`config.mk`:
```
export PLATFORM = sky130hd
export DESIGN_NAME = icm_ctrl
export DESIGN_NICKNAME = d
export VERILOG_FILES = /design/src/inc/icm_pkg.sv /design/src/design/icm_ctrl.sv
export SDC_FILE = /design/constraint.sdc
export NUM_CORES = 1
export LEC_CHECK = 0
export BUFFER_PORTS_ARGS = -buffer_cell sky130_fd_sc_hd__buf_2
export CORE_ASPECT_RATIO = 1.5
export CORE_MARGIN = 3
export CORE_UTILIZATION = 45
export DETAILED_ROUTE_END_ITERATION = 10
export GPL_ROUTABILITY_DRIVEN = 1
export PLACE_DENSITY_LB_ADDON = 0.3
export SLEW_MARGIN = 20
export SYNTH_ARGS = -nofsm -noshare
export SYNTH_HDL_FRONTEND = slang
export SYNTH_SLANG_ARGS = --single-unit
export TNS_END_PERCENT = 100
```
`constraint.sdc`:
```
create_clock -name clk_in -period 2.5 [get_ports clk_in]
set_input_delay 0.375 -clock clk_in [delete_from_list [all_inputs] [get_ports clk_in]]
set_output_delay 0.375 -clock clk_in [all_outputs]
set_load 0.02 [all_outputs]
```
`src/inc/icm_pkg.sv`:
```
package icm_pkg;
  // ---------------------------------------------------------------
  // register indices
  // ---------------------------------------------------------------
  localparam logic [1:0] CTRL_ONE_IDX  = 2'h0;
  localparam logic [1:0] CTRL_TWO_IDX  = 2'h1;
  localparam logic [1:0] XFER_MODE_IDX = 2'h2;
  localparam logic [1:0] IRQ_EN_IDX    = 2'h3;
  // ---------------------------------------------------------------
  // field positions
  // ---------------------------------------------------------------
  localparam int ICE_BIT    = 7;
  localparam int RCVD_BIT   = 6;
  localparam int MST_BIT    = 5;
  localparam int TRS_BIT    = 4;
  localparam int BUS_BUSY_FLAG_BIT   = 7;
  localparam int SCP_BIT    = 6;
  localparam int SDA_DRIVE_VALUE_BIT   = 5;
  localparam int SDA_DRIVE_WRITE_GUARD_BIT  = 4;
  localparam int RST_BIT    = 1;
  localparam int MLS_BIT    = 7;
  localparam int COUNT_WRITE_GUARD_BIT   = 3;
  localparam int TIE_BIT    = 7;
  localparam int TX_END_IRQ_ENABLE_BIT   = 6;
  localparam int RIE_BIT    = 5;
  // ---------------------------------------------------------------
  // reset values and fixed read bits
  // ---------------------------------------------------------------
  localparam logic [7:0] CTRL_ONE_RST  = 8'h00;
  localparam logic [7:0] CTRL_TWO_RST  = 8'h7d;
  localparam logic [7:0] XFER_MODE_RST = 8'h38;
  localparam logic [7:0] IRQ_EN_RST    = 8'h00;
  localparam logic [2:0] BC_CLEAR      = 3'h0;
  localparam logic [2:0] BC_ONE        = 3'h1;
  localparam logic [1:0] MODE_SLV_RX   = 2'h0;
  localparam logic [1:0] MODE_SLV_TX   = 2'h1;
  localparam logic [1:0] MODE_MST_RX   = 2'h2;
  localparam logic [1:0] MODE_MST_TX   = 2'h3;
  // transfer clock divisors for codes 0 to 15, in peripheral clocks
  localparam logic [9:0] DIV_TABLE [16] = '{10'd28, 10'd40, 10'd48, 10'd64, 10'd80, 10'd100, 10'd112, 10'd128,
                                            10'd112, 10'd160, 10'd192, 10'd256, 10'd320, 10'd400, 10'd448, 10'd512};
  // ---------------------------------------------------------------
  // types
  // ---------------------------------------------------------------
  typedef enum logic [3:0] {
    PH_IDLE  = 4'h1,
    PH_START = 4'h2,
    PH_RUN   = 4'h4,
    PH_STOP  = 4'h8
  } icm_phase_t;
  typedef struct packed {
    logic       wr;
    logic       rd;
    logic [1:0] addr;
    logic [7:0] wdata;
  } icm_bus_req_t;
  typedef struct packed {
    logic tx_empty;
    logic tx_end;
    logic rx_full;
    logic overrun;
  } icm_flags_t;
endpackage

```
`src/design/icm_ctrl.sv`:
```
`timescale 1ns/1ps
module icm_ctrl (
  input  wire logic                 clk_in,          // peripheral clock, 40 MHz
  input  wire logic                 reset_n_in,      // power-on reset
  input  wire icm_pkg::icm_bus_req_t bus_in,         // register access
  output logic [7:0]                rdata_out,       // read data, cycle after strobe
  input  wire logic                 format_select_in, // 0 I2C, 1 clocked sync
  input  wire logic [6:0]           own_address_in,  // programmed slave address
  input  wire logic                 addr_byte_in,    // pulse: first byte after start done
  input  wire logic [7:0]           rx_byte_in,      // received first byte
  input  wire logic                 arb_lost_in,     // pulse: arbitration lost
  input  wire logic                 overrun_in,      // pulse: overrun error
  input  wire logic                 standby_in,      // software or module standby
  input  wire icm_pkg::icm_flags_t  flags_in,        // status flags
  input  wire logic                 scl_in,          // SCL pin level
  output logic                      scl_out,         // SCL drive value
  output logic                      scl_oe_out,      // SCL drive enable
  input  wire logic                 sda_in,          // SDA pin level
  output logic                      sda_out,         // SDA drive value
  output logic                      sda_oe_out,      // SDA drive enable
  output logic [1:0]                mode_out,        // master/transmit mode code
  output logic                      lsb_first_out,   // bit order to shifter
  output logic [2:0]                bit_count_out,   // remaining bits
  output logic                      tx_empty_irq_out, // tx empty request
  output logic                      tx_end_irq_out,  // tx end request
  output logic                      rx_full_irq_out, // rx full request
  output logic                      error_irq_out    // overrun request
);
  // ---------------------------------------------------------------
  // state
  // ---------------------------------------------------------------
  typedef struct packed {
    logic                interface_enable;
    logic                rcvd;
    logic                master_select;
    logic                transmit_select;
    logic [3:0]          cks;
    logic                bus_busy_flag;
    logic                sda_drive_value;
    logic                rst;
    logic                lsb_first_select;
    logic [2:0]          bc;
    logic                tx_empty_irq_enable;
    logic                tx_end_irq_enable;
    logic                rx_full_irq_enable;
    logic                fs;
    icm_pkg::icm_phase_t phase;
    logic [8:0]          cnt;
    logic                scl_lvl;
    logic                sda_lvl;
    logic                scl_s1;
    logic                scl_s2;
    logic                scl_d;
    logic                sda_s1;
    logic                sda_s2;
    logic                sda_d;
    logic [7:0]          rdata;
    logic                scl_o;
    logic                scl_oe;
    logic                sda_oe;
    logic [3:0]          irq;
  } icm_state_t;

  icm_state_t r_reg;
  icm_state_t r_next;
  logic [8:0] half_cnt;
  logic       cnt_done;
  logic       scl_fall;
  logic       wr1;
  logic       wr2;
  logic       wr3;
  logic       wr_start;
  logic       wr_stop;

  assign half_cnt = 9'((DIV_HALF(r_reg.cks)));
  assign cnt_done = (r_reg.cnt == 9'h0);
  assign scl_fall = r_reg.scl_d & ~r_reg.scl_s2;
  assign wr1      = bus_in.wr && bus_in.addr == icm_pkg::CTRL_TWO_IDX;
  assign wr2      = bus_in.wr && bus_in.addr == icm_pkg::XFER_MODE_IDX;
  assign wr3      = bus_in.wr && bus_in.addr == icm_pkg::IRQ_EN_IDX;
  assign wr_start = wr1 && bus_in.wdata[icm_pkg::BUS_BUSY_FLAG_BIT] && !bus_in.wdata[icm_pkg::SCP_BIT] && r_reg.master_select;
  assign wr_stop  = wr1 && !bus_in.wdata[icm_pkg::BUS_BUSY_FLAG_BIT] && !bus_in.wdata[icm_pkg::SCP_BIT] && r_reg.master_select;

  function automatic logic [9:0] DIV_HALF(input logic [3:0] code);
    DIV_HALF = (icm_pkg::DIV_TABLE[code] >> 1) - 10'd1;
  endfunction

  // ---------------------------------------------------------------
  // next state
  // ---------------------------------------------------------------
  always_comb begin
    r_next        = r_reg;
    r_next.scl_s1 = scl_in;
    r_next.scl_s2 = r_reg.scl_s1;
    r_next.scl_d  = r_reg.scl_s2;
    r_next.sda_s1 = sda_in;
    r_next.sda_s2 = r_reg.sda_s1;
    r_next.sda_d  = r_reg.sda_s2;
    r_next.fs     = format_select_in;
    // register writes
    if (bus_in.wr && bus_in.addr == icm_pkg::CTRL_ONE_IDX) begin
      r_next.interface_enable  = bus_in.wdata[icm_pkg::ICE_BIT];
      r_next.rcvd = bus_in.wdata[icm_pkg::RCVD_BIT];
      r_next.master_select  = bus_in.wdata[icm_pkg::MST_BIT];
      r_next.transmit_select  = bus_in.wdata[icm_pkg::TRS_BIT];
      r_next.cks  = bus_in.wdata[3:0];
    end
    if (wr1) begin
      r_next.rst = bus_in.wdata[icm_pkg::RST_BIT];
      if (!bus_in.wdata[icm_pkg::SDA_DRIVE_WRITE_GUARD_BIT]) begin
        r_next.sda_drive_value = bus_in.wdata[icm_pkg::SDA_DRIVE_VALUE_BIT];
      end
    end
    if (wr2) begin
      r_next.lsb_first_select = bus_in.wdata[icm_pkg::MLS_BIT];
      if (!bus_in.wdata[icm_pkg::COUNT_WRITE_GUARD_BIT]) begin
        r_next.bc = bus_in.wdata[2:0];
      end
    end
    if (wr3) begin
      r_next.tx_empty_irq_enable  = bus_in.wdata[icm_pkg::TIE_BIT];
      r_next.tx_end_irq_enable = bus_in.wdata[icm_pkg::TX_END_IRQ_ENABLE_BIT];
      r_next.rx_full_irq_enable  = bus_in.wdata[icm_pkg::RIE_BIT];
    end
    // hardware mode changes come after writes, so the event wins
    // arbitration loss drops to slave receive
    if (arb_lost_in && r_reg.master_select && !r_reg.fs) begin
      r_next.master_select = 1'b0;
      r_next.transmit_select = 1'b0;
    end
    if (overrun_in && r_reg.master_select && !r_reg.transmit_select && r_reg.fs) begin
      r_next.master_select = 1'b0;
    end
    if (addr_byte_in && !r_reg.master_select && !r_reg.transmit_select && !r_reg.fs &&
        rx_byte_in[7:1] == own_address_in && rx_byte_in[0]) begin
      r_next.transmit_select = 1'b1;
    end
    // bus busy follows start and stop on the wire
    if (r_reg.scl_s2 && r_reg.sda_d && !r_reg.sda_s2) begin
      r_next.bus_busy_flag = 1'b1;
    end else if (r_reg.scl_s2 && !r_reg.sda_d && r_reg.sda_s2) begin
      r_next.bus_busy_flag = 1'b0;
    end
    // decrement mod 8 covers both 9 and 8 bit meanings
    if (scl_fall && r_reg.interface_enable && (r_reg.bus_busy_flag || r_reg.fs)) begin
      r_next.bc = r_reg.bc - icm_pkg::BC_ONE;
    end
    // transfer clock and start/stop sequencer
    r_next.cnt = cnt_done ? half_cnt : r_reg.cnt - 9'h1;
    case (r_reg.phase)
      icm_pkg::PH_IDLE: begin
        r_next.scl_lvl = 1'b1;
        r_next.sda_lvl = 1'b1;
        r_next.cnt     = half_cnt;
        if (wr_start && !r_reg.fs) begin
          r_next.phase = icm_pkg::PH_START;
        end else if (r_reg.master_select && r_reg.fs) begin
          r_next.phase = icm_pkg::PH_RUN;
        end
      end
      icm_pkg::PH_START: begin
        if (cnt_done) begin
          if (!r_reg.scl_lvl) begin
            r_next.scl_lvl = 1'b1;
            r_next.sda_lvl = 1'b1;
          end else if (r_reg.sda_lvl) begin
            r_next.sda_lvl = 1'b0;
          end else begin
            r_next.scl_lvl = 1'b0;
            r_next.phase   = icm_pkg::PH_RUN;
          end
        end
      end
      icm_pkg::PH_RUN: begin
        r_next.sda_lvl = 1'b1;
        // stretched clock holds the count until the wire agrees
        if (r_reg.scl_lvl && !r_reg.scl_s2 && !r_reg.fs) begin
          r_next.cnt = r_reg.cnt;
        end else if (cnt_done) begin
          r_next.scl_lvl = ~r_reg.scl_lvl;
        end
        if (wr_start && !r_reg.fs) begin
          r_next.phase = icm_pkg::PH_START;
          r_next.cnt   = half_cnt;
        end else if (wr_stop && !r_reg.fs) begin
          r_next.phase   = icm_pkg::PH_STOP;
          r_next.scl_lvl = 1'b0;
          r_next.sda_lvl = 1'b0;
          r_next.cnt     = half_cnt;
        end else if (r_reg.fs && !r_reg.master_select) begin
          r_next.phase = icm_pkg::PH_IDLE;
        end
      end
      icm_pkg::PH_STOP: begin
        r_next.sda_lvl = r_reg.sda_lvl;
        if (cnt_done) begin
          if (!r_reg.scl_lvl) begin
            r_next.scl_lvl = 1'b1;
          end else begin
            r_next.sda_lvl = 1'b1;
            r_next.phase   = icm_pkg::PH_IDLE;
          end
        end
      end
      default: begin
        r_next.phase = icm_pkg::PH_IDLE;
      end
    endcase
    // control reset clears sequencer and counter
    if (!r_next.interface_enable || r_next.rst || standby_in) begin
      r_next.phase   = icm_pkg::PH_IDLE;
      r_next.scl_lvl = 1'b1;
      r_next.sda_lvl = 1'b1;
      r_next.bc      = icm_pkg::BC_CLEAR;
    end
    // pin drive, registered from the next state
    // sync clock only as master
    r_next.scl_o  = r_next.fs & r_next.scl_lvl;
    r_next.scl_oe = r_next.interface_enable & (r_next.fs ? r_next.master_select : ~r_next.scl_lvl);
    r_next.sda_oe = r_next.interface_enable & ~(r_next.sda_drive_value & r_next.sda_lvl);
    r_next.irq = {r_next.tx_empty_irq_enable & flags_in.tx_empty, r_next.tx_end_irq_enable & flags_in.tx_end,
                  r_next.rx_full_irq_enable & flags_in.rx_full, r_next.rx_full_irq_enable & r_next.fs & flags_in.overrun};
    // read port
    r_next.rdata = 8'h00;
    if (bus_in.rd) begin
      case (bus_in.addr)
        icm_pkg::CTRL_ONE_IDX:  r_next.rdata = {r_reg.interface_enable, r_reg.rcvd, r_reg.master_select, r_reg.transmit_select, r_reg.cks};
        icm_pkg::CTRL_TWO_IDX:  r_next.rdata = {r_reg.bus_busy_flag & ~r_reg.fs, 1'b1, r_reg.sda_drive_value, 1'b1,
                                                r_reg.scl_lvl, 1'b1, r_reg.rst, 1'b1};
        icm_pkg::XFER_MODE_IDX: r_next.rdata = {r_reg.lsb_first_select, 3'h3, 1'b1, r_reg.bc};
        icm_pkg::IRQ_EN_IDX:    r_next.rdata = {r_reg.tx_empty_irq_enable, r_reg.tx_end_irq_enable, r_reg.rx_full_irq_enable, 5'h00};
        default:                r_next.rdata = 8'h00;
      endcase
    end
  end

  // ---------------------------------------------------------------
  // registers
  // ---------------------------------------------------------------
  always_ff @(posedge clk_in or negedge reset_n_in) begin
    if (!reset_n_in) begin
      r_reg         <= '0;
      r_reg.sda_drive_value    <= icm_pkg::CTRL_TWO_RST[icm_pkg::SDA_DRIVE_VALUE_BIT];
      r_reg.phase   <= icm_pkg::PH_IDLE;
      r_reg.scl_lvl <= 1'b1;
      r_reg.sda_lvl <= 1'b1;
      r_reg.scl_s1  <= 1'b1;
      r_reg.scl_s2  <= 1'b1;
      r_reg.scl_d   <= 1'b1;
      r_reg.sda_s1  <= 1'b1;
      r_reg.sda_s2  <= 1'b1;
      r_reg.sda_d   <= 1'b1;
    end else begin
      r_reg <= r_next;
    end
  end

  assign mode_out         = {r_reg.master_select, r_reg.transmit_select};
  assign rdata_out        = r_reg.rdata;
  assign scl_out          = r_reg.scl_o;
  assign scl_oe_out       = r_reg.scl_oe;
  assign sda_out          = 1'b0;
  assign sda_oe_out       = r_reg.sda_oe;
  assign lsb_first_out    = r_reg.lsb_first_select;
  assign bit_count_out    = r_reg.bc;
  assign tx_empty_irq_out = r_reg.irq[3];
  assign tx_end_irq_out   = r_reg.irq[2];
  assign rx_full_irq_out  = r_reg.irq[1];
  assign error_irq_out    = r_reg.irq[0];
endmodule

```
# After elaboration in Yosys (flattened, before gate mapping)
# Memory sizes are Yosys's and may differ from the RTL's.
# Cells that the tools add are included.
[word_totals]
elab_cells = 163
memories = 1
latchBits = 0
romBits = 160
out_inout_bits = 22
regBits = 55
input_bits = 40
ram_bits = 0
[op_classes]
n_bitwise = 17
div_mod_pow = 0
n_mul = 0
addsub = 3
n_eq_ne = 17
shift = 0
mux = 44
reduce_logical = 51
n_lt_le_gt_ge = 1
[mem_list]
columns = ["memory", "words", "word_bits", "rd", "rd_clocked_by_memory_dff", "write_ports", "line_no", "rtl"]
rows = [
  ["(name not given)", 16, 10, 1, 0, 0, "icm_ctrl.sv:85", "DIV_HALF = (icm_pkg::DIV_TABLE[code] >> 1) - 10'd1;"],
]
[op_table]
columns = ["operator", "count"]
rows = [
  ["$mux W4", 10],
  ["$logic_and A1 B1 Y1", 32],
  ["$pmux W8 S4", 1],
  ["$mux W10", 2],
  ["$mux W9", 2],
  ["$pmux W9 S2", 1],
  ["$sub A9 B1 Y9 const B", 2],
  ["$mux W8", 2],
  ["$pmux W4 S4", 1],
  ["$mux W3", 5],
  ["$ne A3 B3 Y1 const B", 5],
  ["$mux W2", 7],
  ["$mux W13", 1],
  ["$and A1 B1 Y1", 11],
  ["$mux W11", 1],
  ["$mux W1", 10],
  ["$logic_not A1 Y1", 9],
  ["$logic_not A9 Y1", 1],
  ["$ne A4 B4 Y1 const B", 2],
  ["$pmux W2 S4", 1],
  ["$eq A7 B7 Y1", 1],
  ["$reduce_and A7 Y1", 1],
  ["$reduce_bool A3 Y1", 2],
  ["$ge A5 B5 Y1 const B", 1],
  ["15 further kinds", 22],
]

# Longest topological paths before layout
# Gate-level depths: netlist of the first run.
[depth]
ltp_word = 14
mapped_depth = 10
depth_no_buf = 10

# Worst setup path after synthesis of the first run
# OpenSTA, ideal clock, no wires.
[synth_timing]
path_type = "register -> register"
startpoint = "register r_reg[50] (netlist name)"
endpoint = "register r_reg[30] (netlist name)"
path_stages_with_launch = 9
setup_slack_ns = 0.444
period_less_slack_ns = 2.056
arrival_ns = 1.918
path_cell_list = "dfrtp_1 clkbuf_1 clkbuf_1 or3_1 ha_1 nor2b_1 nor3b_1 xor2_1 o221ai_1"
[synth_between]
elab_chain_len = 10
[synth_lines]
columns = ["item", "line_no", "rtl"]
rows = [
  ["from (decl)", "icm_ctrl.sv:64", "icm_state_t r_reg;"],
  ["from (signal assigned)", "icm_ctrl.sv:254", "r_reg <= r_next;"],
  ["$not A4 Y5 (implied by the code) (*)", "icm_ctrl.sv:85", ""],
  ["$mem_v2 Z16 W10 (*)", "--", ""],
  ["$mux W10 (implied by the code) (*) (2 in a row)", "icm_ctrl.sv:85", ""],
  ["$sub A9 B1 Y9 (*)", "icm_ctrl.sv:85", ""],
  ["$mux W9", "icm_ctrl.sv:149", "r_next.cnt = cnt_done ? half_cnt : r_reg.cnt - 9'h1;"],
  ["$mux W9", "icm_ctrl.sv:177", "if (r_reg.scl_lvl && !r_reg.scl_s2 && !r_reg.fs) begin"],
  ["$mux W11", "icm_ctrl.sv:185", "end else if (wr_stop && !r_reg.fs) begin"],
  ["$mux W13", "icm_ctrl.sv:182", "if (wr_start && !r_reg.fs) begin"],
  ["$pmux W9 S2 (*)", "icm_ctrl.sv:150", "case (r_reg.phase)"],
]
# Every way passes the cells marked *; elsewhere a longest branch is shown, timed or not. The select of a mux whose other input is x is not followed.
# A chain may end at the register's enable or synchronous reset.

# Final worst setup path of the first run
[layout_timing]
startpoint = "register r_reg[47] (netlist name)"
endpoint = "register r_reg[30] (netlist name)"
# Same word-level chain as after synthesis.

==> results.md, run 1 <==
* Slowest stage cell, crit path: dfrtp_1
* Switching power at 950.3 uW
* Initial Util at 0.4637
* Startpoint types: flip-flop
* Final nets at 474
* DRT antenna net count at 0
* Final Setup Violations at 0
* Cell-internal power at 1785 uW
* WP data arrival at 2420 ps
* CTS Buf Count at 5
* Required @ worst endpoint at 2670 ps
* Vias in the first global route at 3,107
* H-tree Lvls at 2
* CP max FO at 4
* Reg clk slew, reported paths at 70 ps
* Most common cell after layout, fill and taps aside: buf_2
* Post-route minimum period at approximately 2200 ps
* CTS max path bufs at 2
* Leakage at 0.001856 uW
* Initial antenna violation count at 0
* Fin Hold WS at roughly 170 ps
* WS Path Type: reg -> reg
* CTS tree: done
* Mapped Area at 3552 um2
* Least-Margin Pin Slew at 580.2 ps
* Post-Route WL at 8528 um
* Cells along the critical path: inv_1 > ha_1 > mux2i_1 > or2_2 > ha_1 > nor2b_1 > nor3b_1 > xor2_1 > o221ai_1
* Avg WL per Cell at about 16 um
* Tcrit/Tclk final at 0.8997
* Hold Crit Class: in -> reg
* Final GP Congestion at 0.9453
* Synth cell types at 73
* Vias/cell at 5.681
* Avg Synthesized Cell Area at between 9 and 10 um2
* Die Y-Extent at 114.8 um
* Initial drt markers at about 120
* YS warnings at 0
* Reg2Reg Setup Slack at 250 ps
* Post-DP HPWL at 6720 um
* Mapped Cells at 372
* Root buffer cell: clkbuf_16
* Max VDD drop at 512.8 uV
* Setup Skew at 6.849 ps
* Total grt overflow at 0
* Ys flop type: dfrtp_1
* Asr flop ratio synth at 1.000
* DRC at 0
* Num ports at 62
* Layout cell share with drive strength beyond 1 at 0.2803
* RSZ-0062 raised after global routing: false
* FF-to-FF End: r_reg[30]$_DFFE_PN0P_
* Combinational share of power at 0.314
* Endpoint class of the critical path: flip-flop
* Power Total at 2735 uW
* Fill count at 718
* Pin count of the biggest net entering global routing at 30
* Util after Layout at 0.5238
* Setup_tns at 0 ps
* Largest register FFs at 30
* Cell repeated most along the worst path: ha_1
* P&R area growth vs syn at 12.96%
* First-pass GRT wire length at 14,420 um
* Antenna diode count at 0
* Register area share after synthesis at 0.3910
* Flop pwr share at 0.432
* Worst skew pair latency at 300 ps
* Peak Freq at 444.6 MHz
* Most frequent cells in the layout: buf_2, dfrtp_1, nand2_1
* Overall Global Routing Usage at 0.2024
* FP Rows at 39
* Status: finished clean
* R2R cell count at 9
* DRT Pass-1 Iters at 4
* Final Max Slew Viols at 0
* R2r startpoint: r_reg[47]$_DFFE_PN0N_
* Die Area at 9018 um2
* Setup crit end: r_reg[30]$_DFFE_PN0P_
* Via count at 2,971
* Worst Setup SP: r_reg[47]$_DFFE_PN0N_
* Hold Startpoint: scl_in
* Post-synth EDFFs at 0
* CP max stage delay at 380 ps
* Mapped Nets at 426
* Clock share of power at 0.254
* Final hold vios at 0
* Power per Cell Area at 681.5 nW/um2
* Net Sw Frac at 0.3475
* PortBufs at 60
* CTS sink count at 55
* CTS-repair resized insts at 0
* Chip Width at 78.54 um
* Headroom to the max-slew limit at 0.6122
* Seq cells post-synth at 55
* Core area at ~7700 um2
* Max Cap Viol at 0
## what timing repair did
item | CTS | global route
setup buffers | 0 | 0
hold endpoints to repair | 7 | 0
hold buffers | 1 | 0
## worst max-delay path, delay by kind of cell (launching register included)
family,cells,cell delay (ps)
xor gates and xnor gates,1,180
buffers and inverters,1,70
adders and majority gates,2,450
AOI/OAI and AO/OA,1,130
and+or+nand+nor,3,710
DFF,1,380
muxes,1,210
## cells in the mapped netlist (3+ instances only)
cell type  instances  area share
nand3_1            5      0.0070
nand2_1           30       0.032
a221oi_1           6       0.015
nor4_1             6       0.011
nor2b_1            9       0.016
mux2i_1            9       0.025
buf_2              6      0.0085
nor2_1            21       0.022
dfstp_2           10       0.074
mux2_2             9       0.029
a211oi_1           4      0.0085
o21ai_1            3      0.0042
dfrtp_1           45        0.32
and2_1             3      0.0053
nor4b_2            3       0.013
or3_1              3      0.0053
inv_1             20       0.021
nand2b_1           3      0.0053
or2_2              5      0.0088
a21o_1             4      0.0085
o21ai_0           15       0.021
nand4_1            4      0.0070
a21oi_1           18       0.025
clkbuf_1           7      0.0074
nor3b_1            5       0.011
a21boi_0           3      0.0063
xnor2_1            4      0.0099
a22oi_1            3      0.0063
a31oi_1            5      0.0088
nand3b_1           3      0.0063
ha_1              14       0.049
nor3_1            12       0.017
xor2_1             7       0.017
o211ai_1           4      0.0085
or4_1              3      0.0063
buf_4             15       0.032
and3_1             4      0.0070
## layer usage
layer  part of all wire  GRT usage  wire length, um  up-vias
met5                  0          0                0        -
met4              0.032    0.09685              269        0
met3              0.045    0.03918              385       27
met2               0.53     0.3749             4552       92
met1               0.39     0.2179             3321     1417
li1                   -          -                -     1435
## kinds of logic after synthesis
logic type               synth area share
AND/OR/NAND/NOR                    0.2071
AO/OA/AOI/OAI                      0.1895
flip-flops                         0.3910
buffers and inverters             0.08102
multiplexers                      0.05389
adder cells (fa/ha/maj)           0.04931
XOR/XNOR                          0.02712
other                            0.001056
## layout make-up
cell class                      count  area, um2  share of cell area
Multi-Input combinational cell    265       1876              0.4674
Sequential cell                    55       1389              0.3461
Timing Repair Buffer               73      400.4             0.09978
Tap cell                          102      127.6             0.03181
Clock buffer                        5      125.1             0.03118
Inverter                           20      75.07             0.01871
Clock inverter                      3      20.02            0.004989
## how the worst min path moves through the flow
stage,end,slack (ps),depth (start not counted)
6_report,r_next[19]$_DFF_PN1_,170,1
2_1_floorplan,bit_count_out[0]$_DFFE_PN0P_,80,0
3_3_place_gp,bit_count_out[0]$_DFFE_PN0P_,240,1
5_1_grt,r_next[19]$_DFF_PN1_,160,1
4_1_cts,r_next[19]$_DFF_PN1_,160,1
3_5_place_dp,bit_count_out[0]$_DFFE_PN0P_,240,1
## power by group through the flow
| stage | registers [uW] | logic, uW | clock network [uW] |
|---|---|---|---|
| after floorplan | 1160 | 620 | 0 |
| after global placement | 1190 | 841 | 0 |
| after detailed placement | 1190 | 859 | 0 |
| after CTS | 1180 | 861 | 712 |
| after global routing | 1200 | 954 | 747 |
| final | 1180 | 860 | 694 |
## stage by stage
step / setup slack [ps] / instance area, um2 / cells
after global routing: 115.3 / 4013 / 523
after CTS: 263.8 / 4013 / 523
final: 250.7 / 4013 / 523
after floorplan: 444.2 / 3552 / 372
after global placement: 262.3 / 3857 / 514
after detailed placement: 172.6 / 3857 / 514
Note: power is estimated with default switching activity, not from simulation.
==> run 2, diff against run 1 <==
Settings changed: CORE_UTILIZATION 45 to 50, CTS_BUF_LIST from default to sky130_fd_sc_hd__clkbuf_4 sky130_fd_sc_hd__clkbuf_8 sky130_fd_sc_hd__clkbuf_16.
==> results.md, run 2 (synthesis gave the netlist of run 1 again) <==
* PortBufs at 60 (unchanged)
* Final Max Slew Viols at 0 (unchanged)
* Setup_tns at 0 ps (unchanged)
* Leakage at 0.001847 uW (was 0.001856 uW)
* First-pass GRT wire length at 13,530 um (was 14,420 um)
* Least-Margin Pin Slew at 577.1 ps (was 580.2 ps)
* Post-route cell area at 3946 um2 (was 4013 um2)
* Most common cell after layout, fill and taps aside: buf_2 (unchanged)
* Antenna diode count at 0 (unchanged)
* Power per Cell Area at 652.3 nW/um2 (was 681.5 nW/um2)
* Via count at 2,956 (was 2,971)
* Worst Setup SP: r_reg[47]$_DFFE_PN0N_ (unchanged)
* Cell Area, Placed at 3842 um2 (was 3857 um2)
* Reg2Reg Setup Slack at 300 ps (was 250 ps)
* WS Path Type: reg -> reg (unchanged)
* CP max FO at 8 (was 4)
* Final nets at 475 (was 474)
* DRT Pass-1 Iters at 5 (was 4)
* DRT antenna net count at 0 (unchanged)
* Headroom to the max-slew limit at 0.6143 (was 0.6122)
* Worst skew pair latency at 310 ps (was 300 ps)
* Post-route minimum period at 2198 ps (was 2249 ps)
* Place WS at 160.3 ps (was 172.6 ps)
* P&R area growth vs syn at 11.10% (was 12.96%)
* Pin count of the biggest net entering global routing at 22 (was 30)
* Startpoint types: flip-flop (unchanged)
* CTS sink count at 55 (unchanged)
* Critical path's top delay family: simple AND/OR/NAND/NOR gates (unchanged)
* Status: finished with violations (was finished clean)
* Initial drt markers at 173 (was 123)
* Die Area at 8173 um2 (was 9018 um2)
* Total grt overflow at 0 (unchanged)
* Max Cap Viol at 0 (unchanged)
* Post-CTS setup buffers at 0 (unchanged)
* CTS max path bufs at 2 (unchanged)
* Reg clk slew, reported paths at 100 ps (was 70 ps)
* Setup Skew at 5.577 ps (was 6.849 ps)
* CTS Buf Count at 5 (unchanged)
* Hold Crit Class: in -> async (was in -> reg)
* # hold bufs at CTS at 0 (was 1)
* Num ports at 62 (unchanged)
* WP buf/inv at 1 (unchanged)
* Overall Global Routing Usage at 0.2135 (was 0.2024)
* Final hold vios at 1 (was 0)
* Max VDD drop at 461.3 uV (was 512.8 uV)
* CTS tree: done (unchanged)
* RSZ-0062 raised after global routing: false (unchanged)
* Die Y-Extent at 109.2 um (was 114.8 um)
* Slowest stage cell, crit path: or4_1 (was dfrtp_1)
* Final GP Congestion at 0.9171 (was 0.9453)
* Post-Route WL at 8175 um (was 8528 um)
* DRC at 0 (unchanged)
* Setup crit end: r_reg[31]$_DFFE_PN0P_ (was r_reg[30]$_DFFE_PN0P_)
* Worst Slack Setup Final at 301.8 ps (was 250.7 ps)
* Layout cell share with drive strength beyond 1 at 0.2844 (was 0.2803)
* Fin Hold WS at -1.149 ps (was 171.9 ps)
* CP max stage delay at 490 ps (was 380 ps)
* H-tree Lvls at 2 (unchanged)
* Critical Path Stages at 7 (was 9)
* Initial Util at 0.5150 (was 0.4637)
* Fill count at 580 (was 718)
* R2r startpoint: r_reg[47]$_DFFE_PN0N_ (unchanged)
* Post-DP HPWL at 6442 um (was 6720 um)
* Failing checks: hold timing
* R2R cell count at 7 (was 9)
* Vias/cell at 5.912 (was 5.681)
* FP Rows at 37 (was 39)
* Endpoint class of the critical path: flip-flop (unchanged)
* Avg WL per Cell at 16.35 um (was 16.31 um)
* Final Setup Violations at 0 (unchanged)
* Vias in the first global route at 2,929 (was 3,107)
* Largest register FFs at 30 (unchanged)
* Tcrit/Tclk final at 0.8793 (was 0.8997)
* Chip Width at 74.82 um (was 78.54 um)
* FF-to-FF End: r_reg[31]$_DFFE_PN0P_ (was r_reg[30]$_DFFE_PN0P_)
* WP data arrival at 2400 ps (was 2420 ps)
* Root buffer cell: clkbuf_8 (was clkbuf_16)
* Initial antenna violation count at 0 (unchanged)
* Cells along the critical path: buf_4 > ha_1 > or2_2 > a2bb2oi_1 > or4_1 > a31oi_1 > o21ai_0 (was inv_1 > ha_1 > mux2i_1 > or2_2 > ha_1 > nor2b_1 > nor3b_1 > xor2_1 > o221ai_1)
* Required @ worst endpoint at 2700 ps (was 2670 ps)
* Peak Freq at 454.9 MHz (was 444.6 MHz)
* CTS-repair resized insts at 0 (unchanged)
* Most frequent cells in the layout: buf_2, dfrtp_1, nand2_1 (unchanged)
* Power Total at 2574 uW (was 2735 uW)
* Core area at 6898 um2 (was 7661 um2)
## run 2: cell types whose count changed in the layout (fill, tap and decap cells not counted)
cell           delta
clkinv_2          -1
dlygate4sd3_1     -1
clkbuf_16         -5
clkinvlp_4        -1
clkbuf_8          +7
buf_4             +2
## run 2: power breakdown
group | switching [uW] | internal [uW] | total, uW
sequential | 143 | 1030 | 1180
clock | 292 | 253 | 544
combinational | 473 | 382 | 855
total | 907 | 1670 | 2570
## run 2: per-layer routing
layer | wire, um | vias to the layer above | track usage
li1 | - | 1433 | -
met1 | 3257 | 1419 | 0.2562
met2 | 4346 | 86 | 0.3803
met3 | 351 | 18 | 0.02860
met4 | 219 | 0 | 0.07506
met5 | 0 | - | 0
## run 2: stage by stage
stage	utilization	std cells	hold slack [ps]
after global placement	0.5570	492	345.3
after floorplan	-	372	79.41
final	0.5721	500	-1.149
after detailed placement	0.5570	492	348.7
after global routing	0.5721	500	21.27
after CTS	0.5721	500	14.64
## run 2: area by class of cell
class,instances,area (um2),area share
Multi-Input combinational cell,265,1876,0.4753
Sequential cell,55,1389,0.3519
Timing Repair Buffer,74,405.4,0.1027
Tap cell,78,97.59,0.02473
Clock buffer,7,96.34,0.02441
Inverter,20,75.07,0.01902
Clock inverter,1,7.507,0.001902
## run 2: how the worst min path moves through the flow
stage                              endpoint  slack [ps]  cells after the start
2_1_floorplan  bit_count_out[0]$_DFFE_PN0P_          80                      0
3_3_place_gp         rdata_out[1]$_DFF_PN0_         350                      1
3_5_place_dp           r_next[18]$_DFF_PN1_         350                      0
4_1_cts              rdata_out[0]$_DFF_PN0_          10                      1
5_1_grt              rdata_out[0]$_DFF_PN0_          20                      1
6_report             rdata_out[0]$_DFF_PN0_          -1                      1
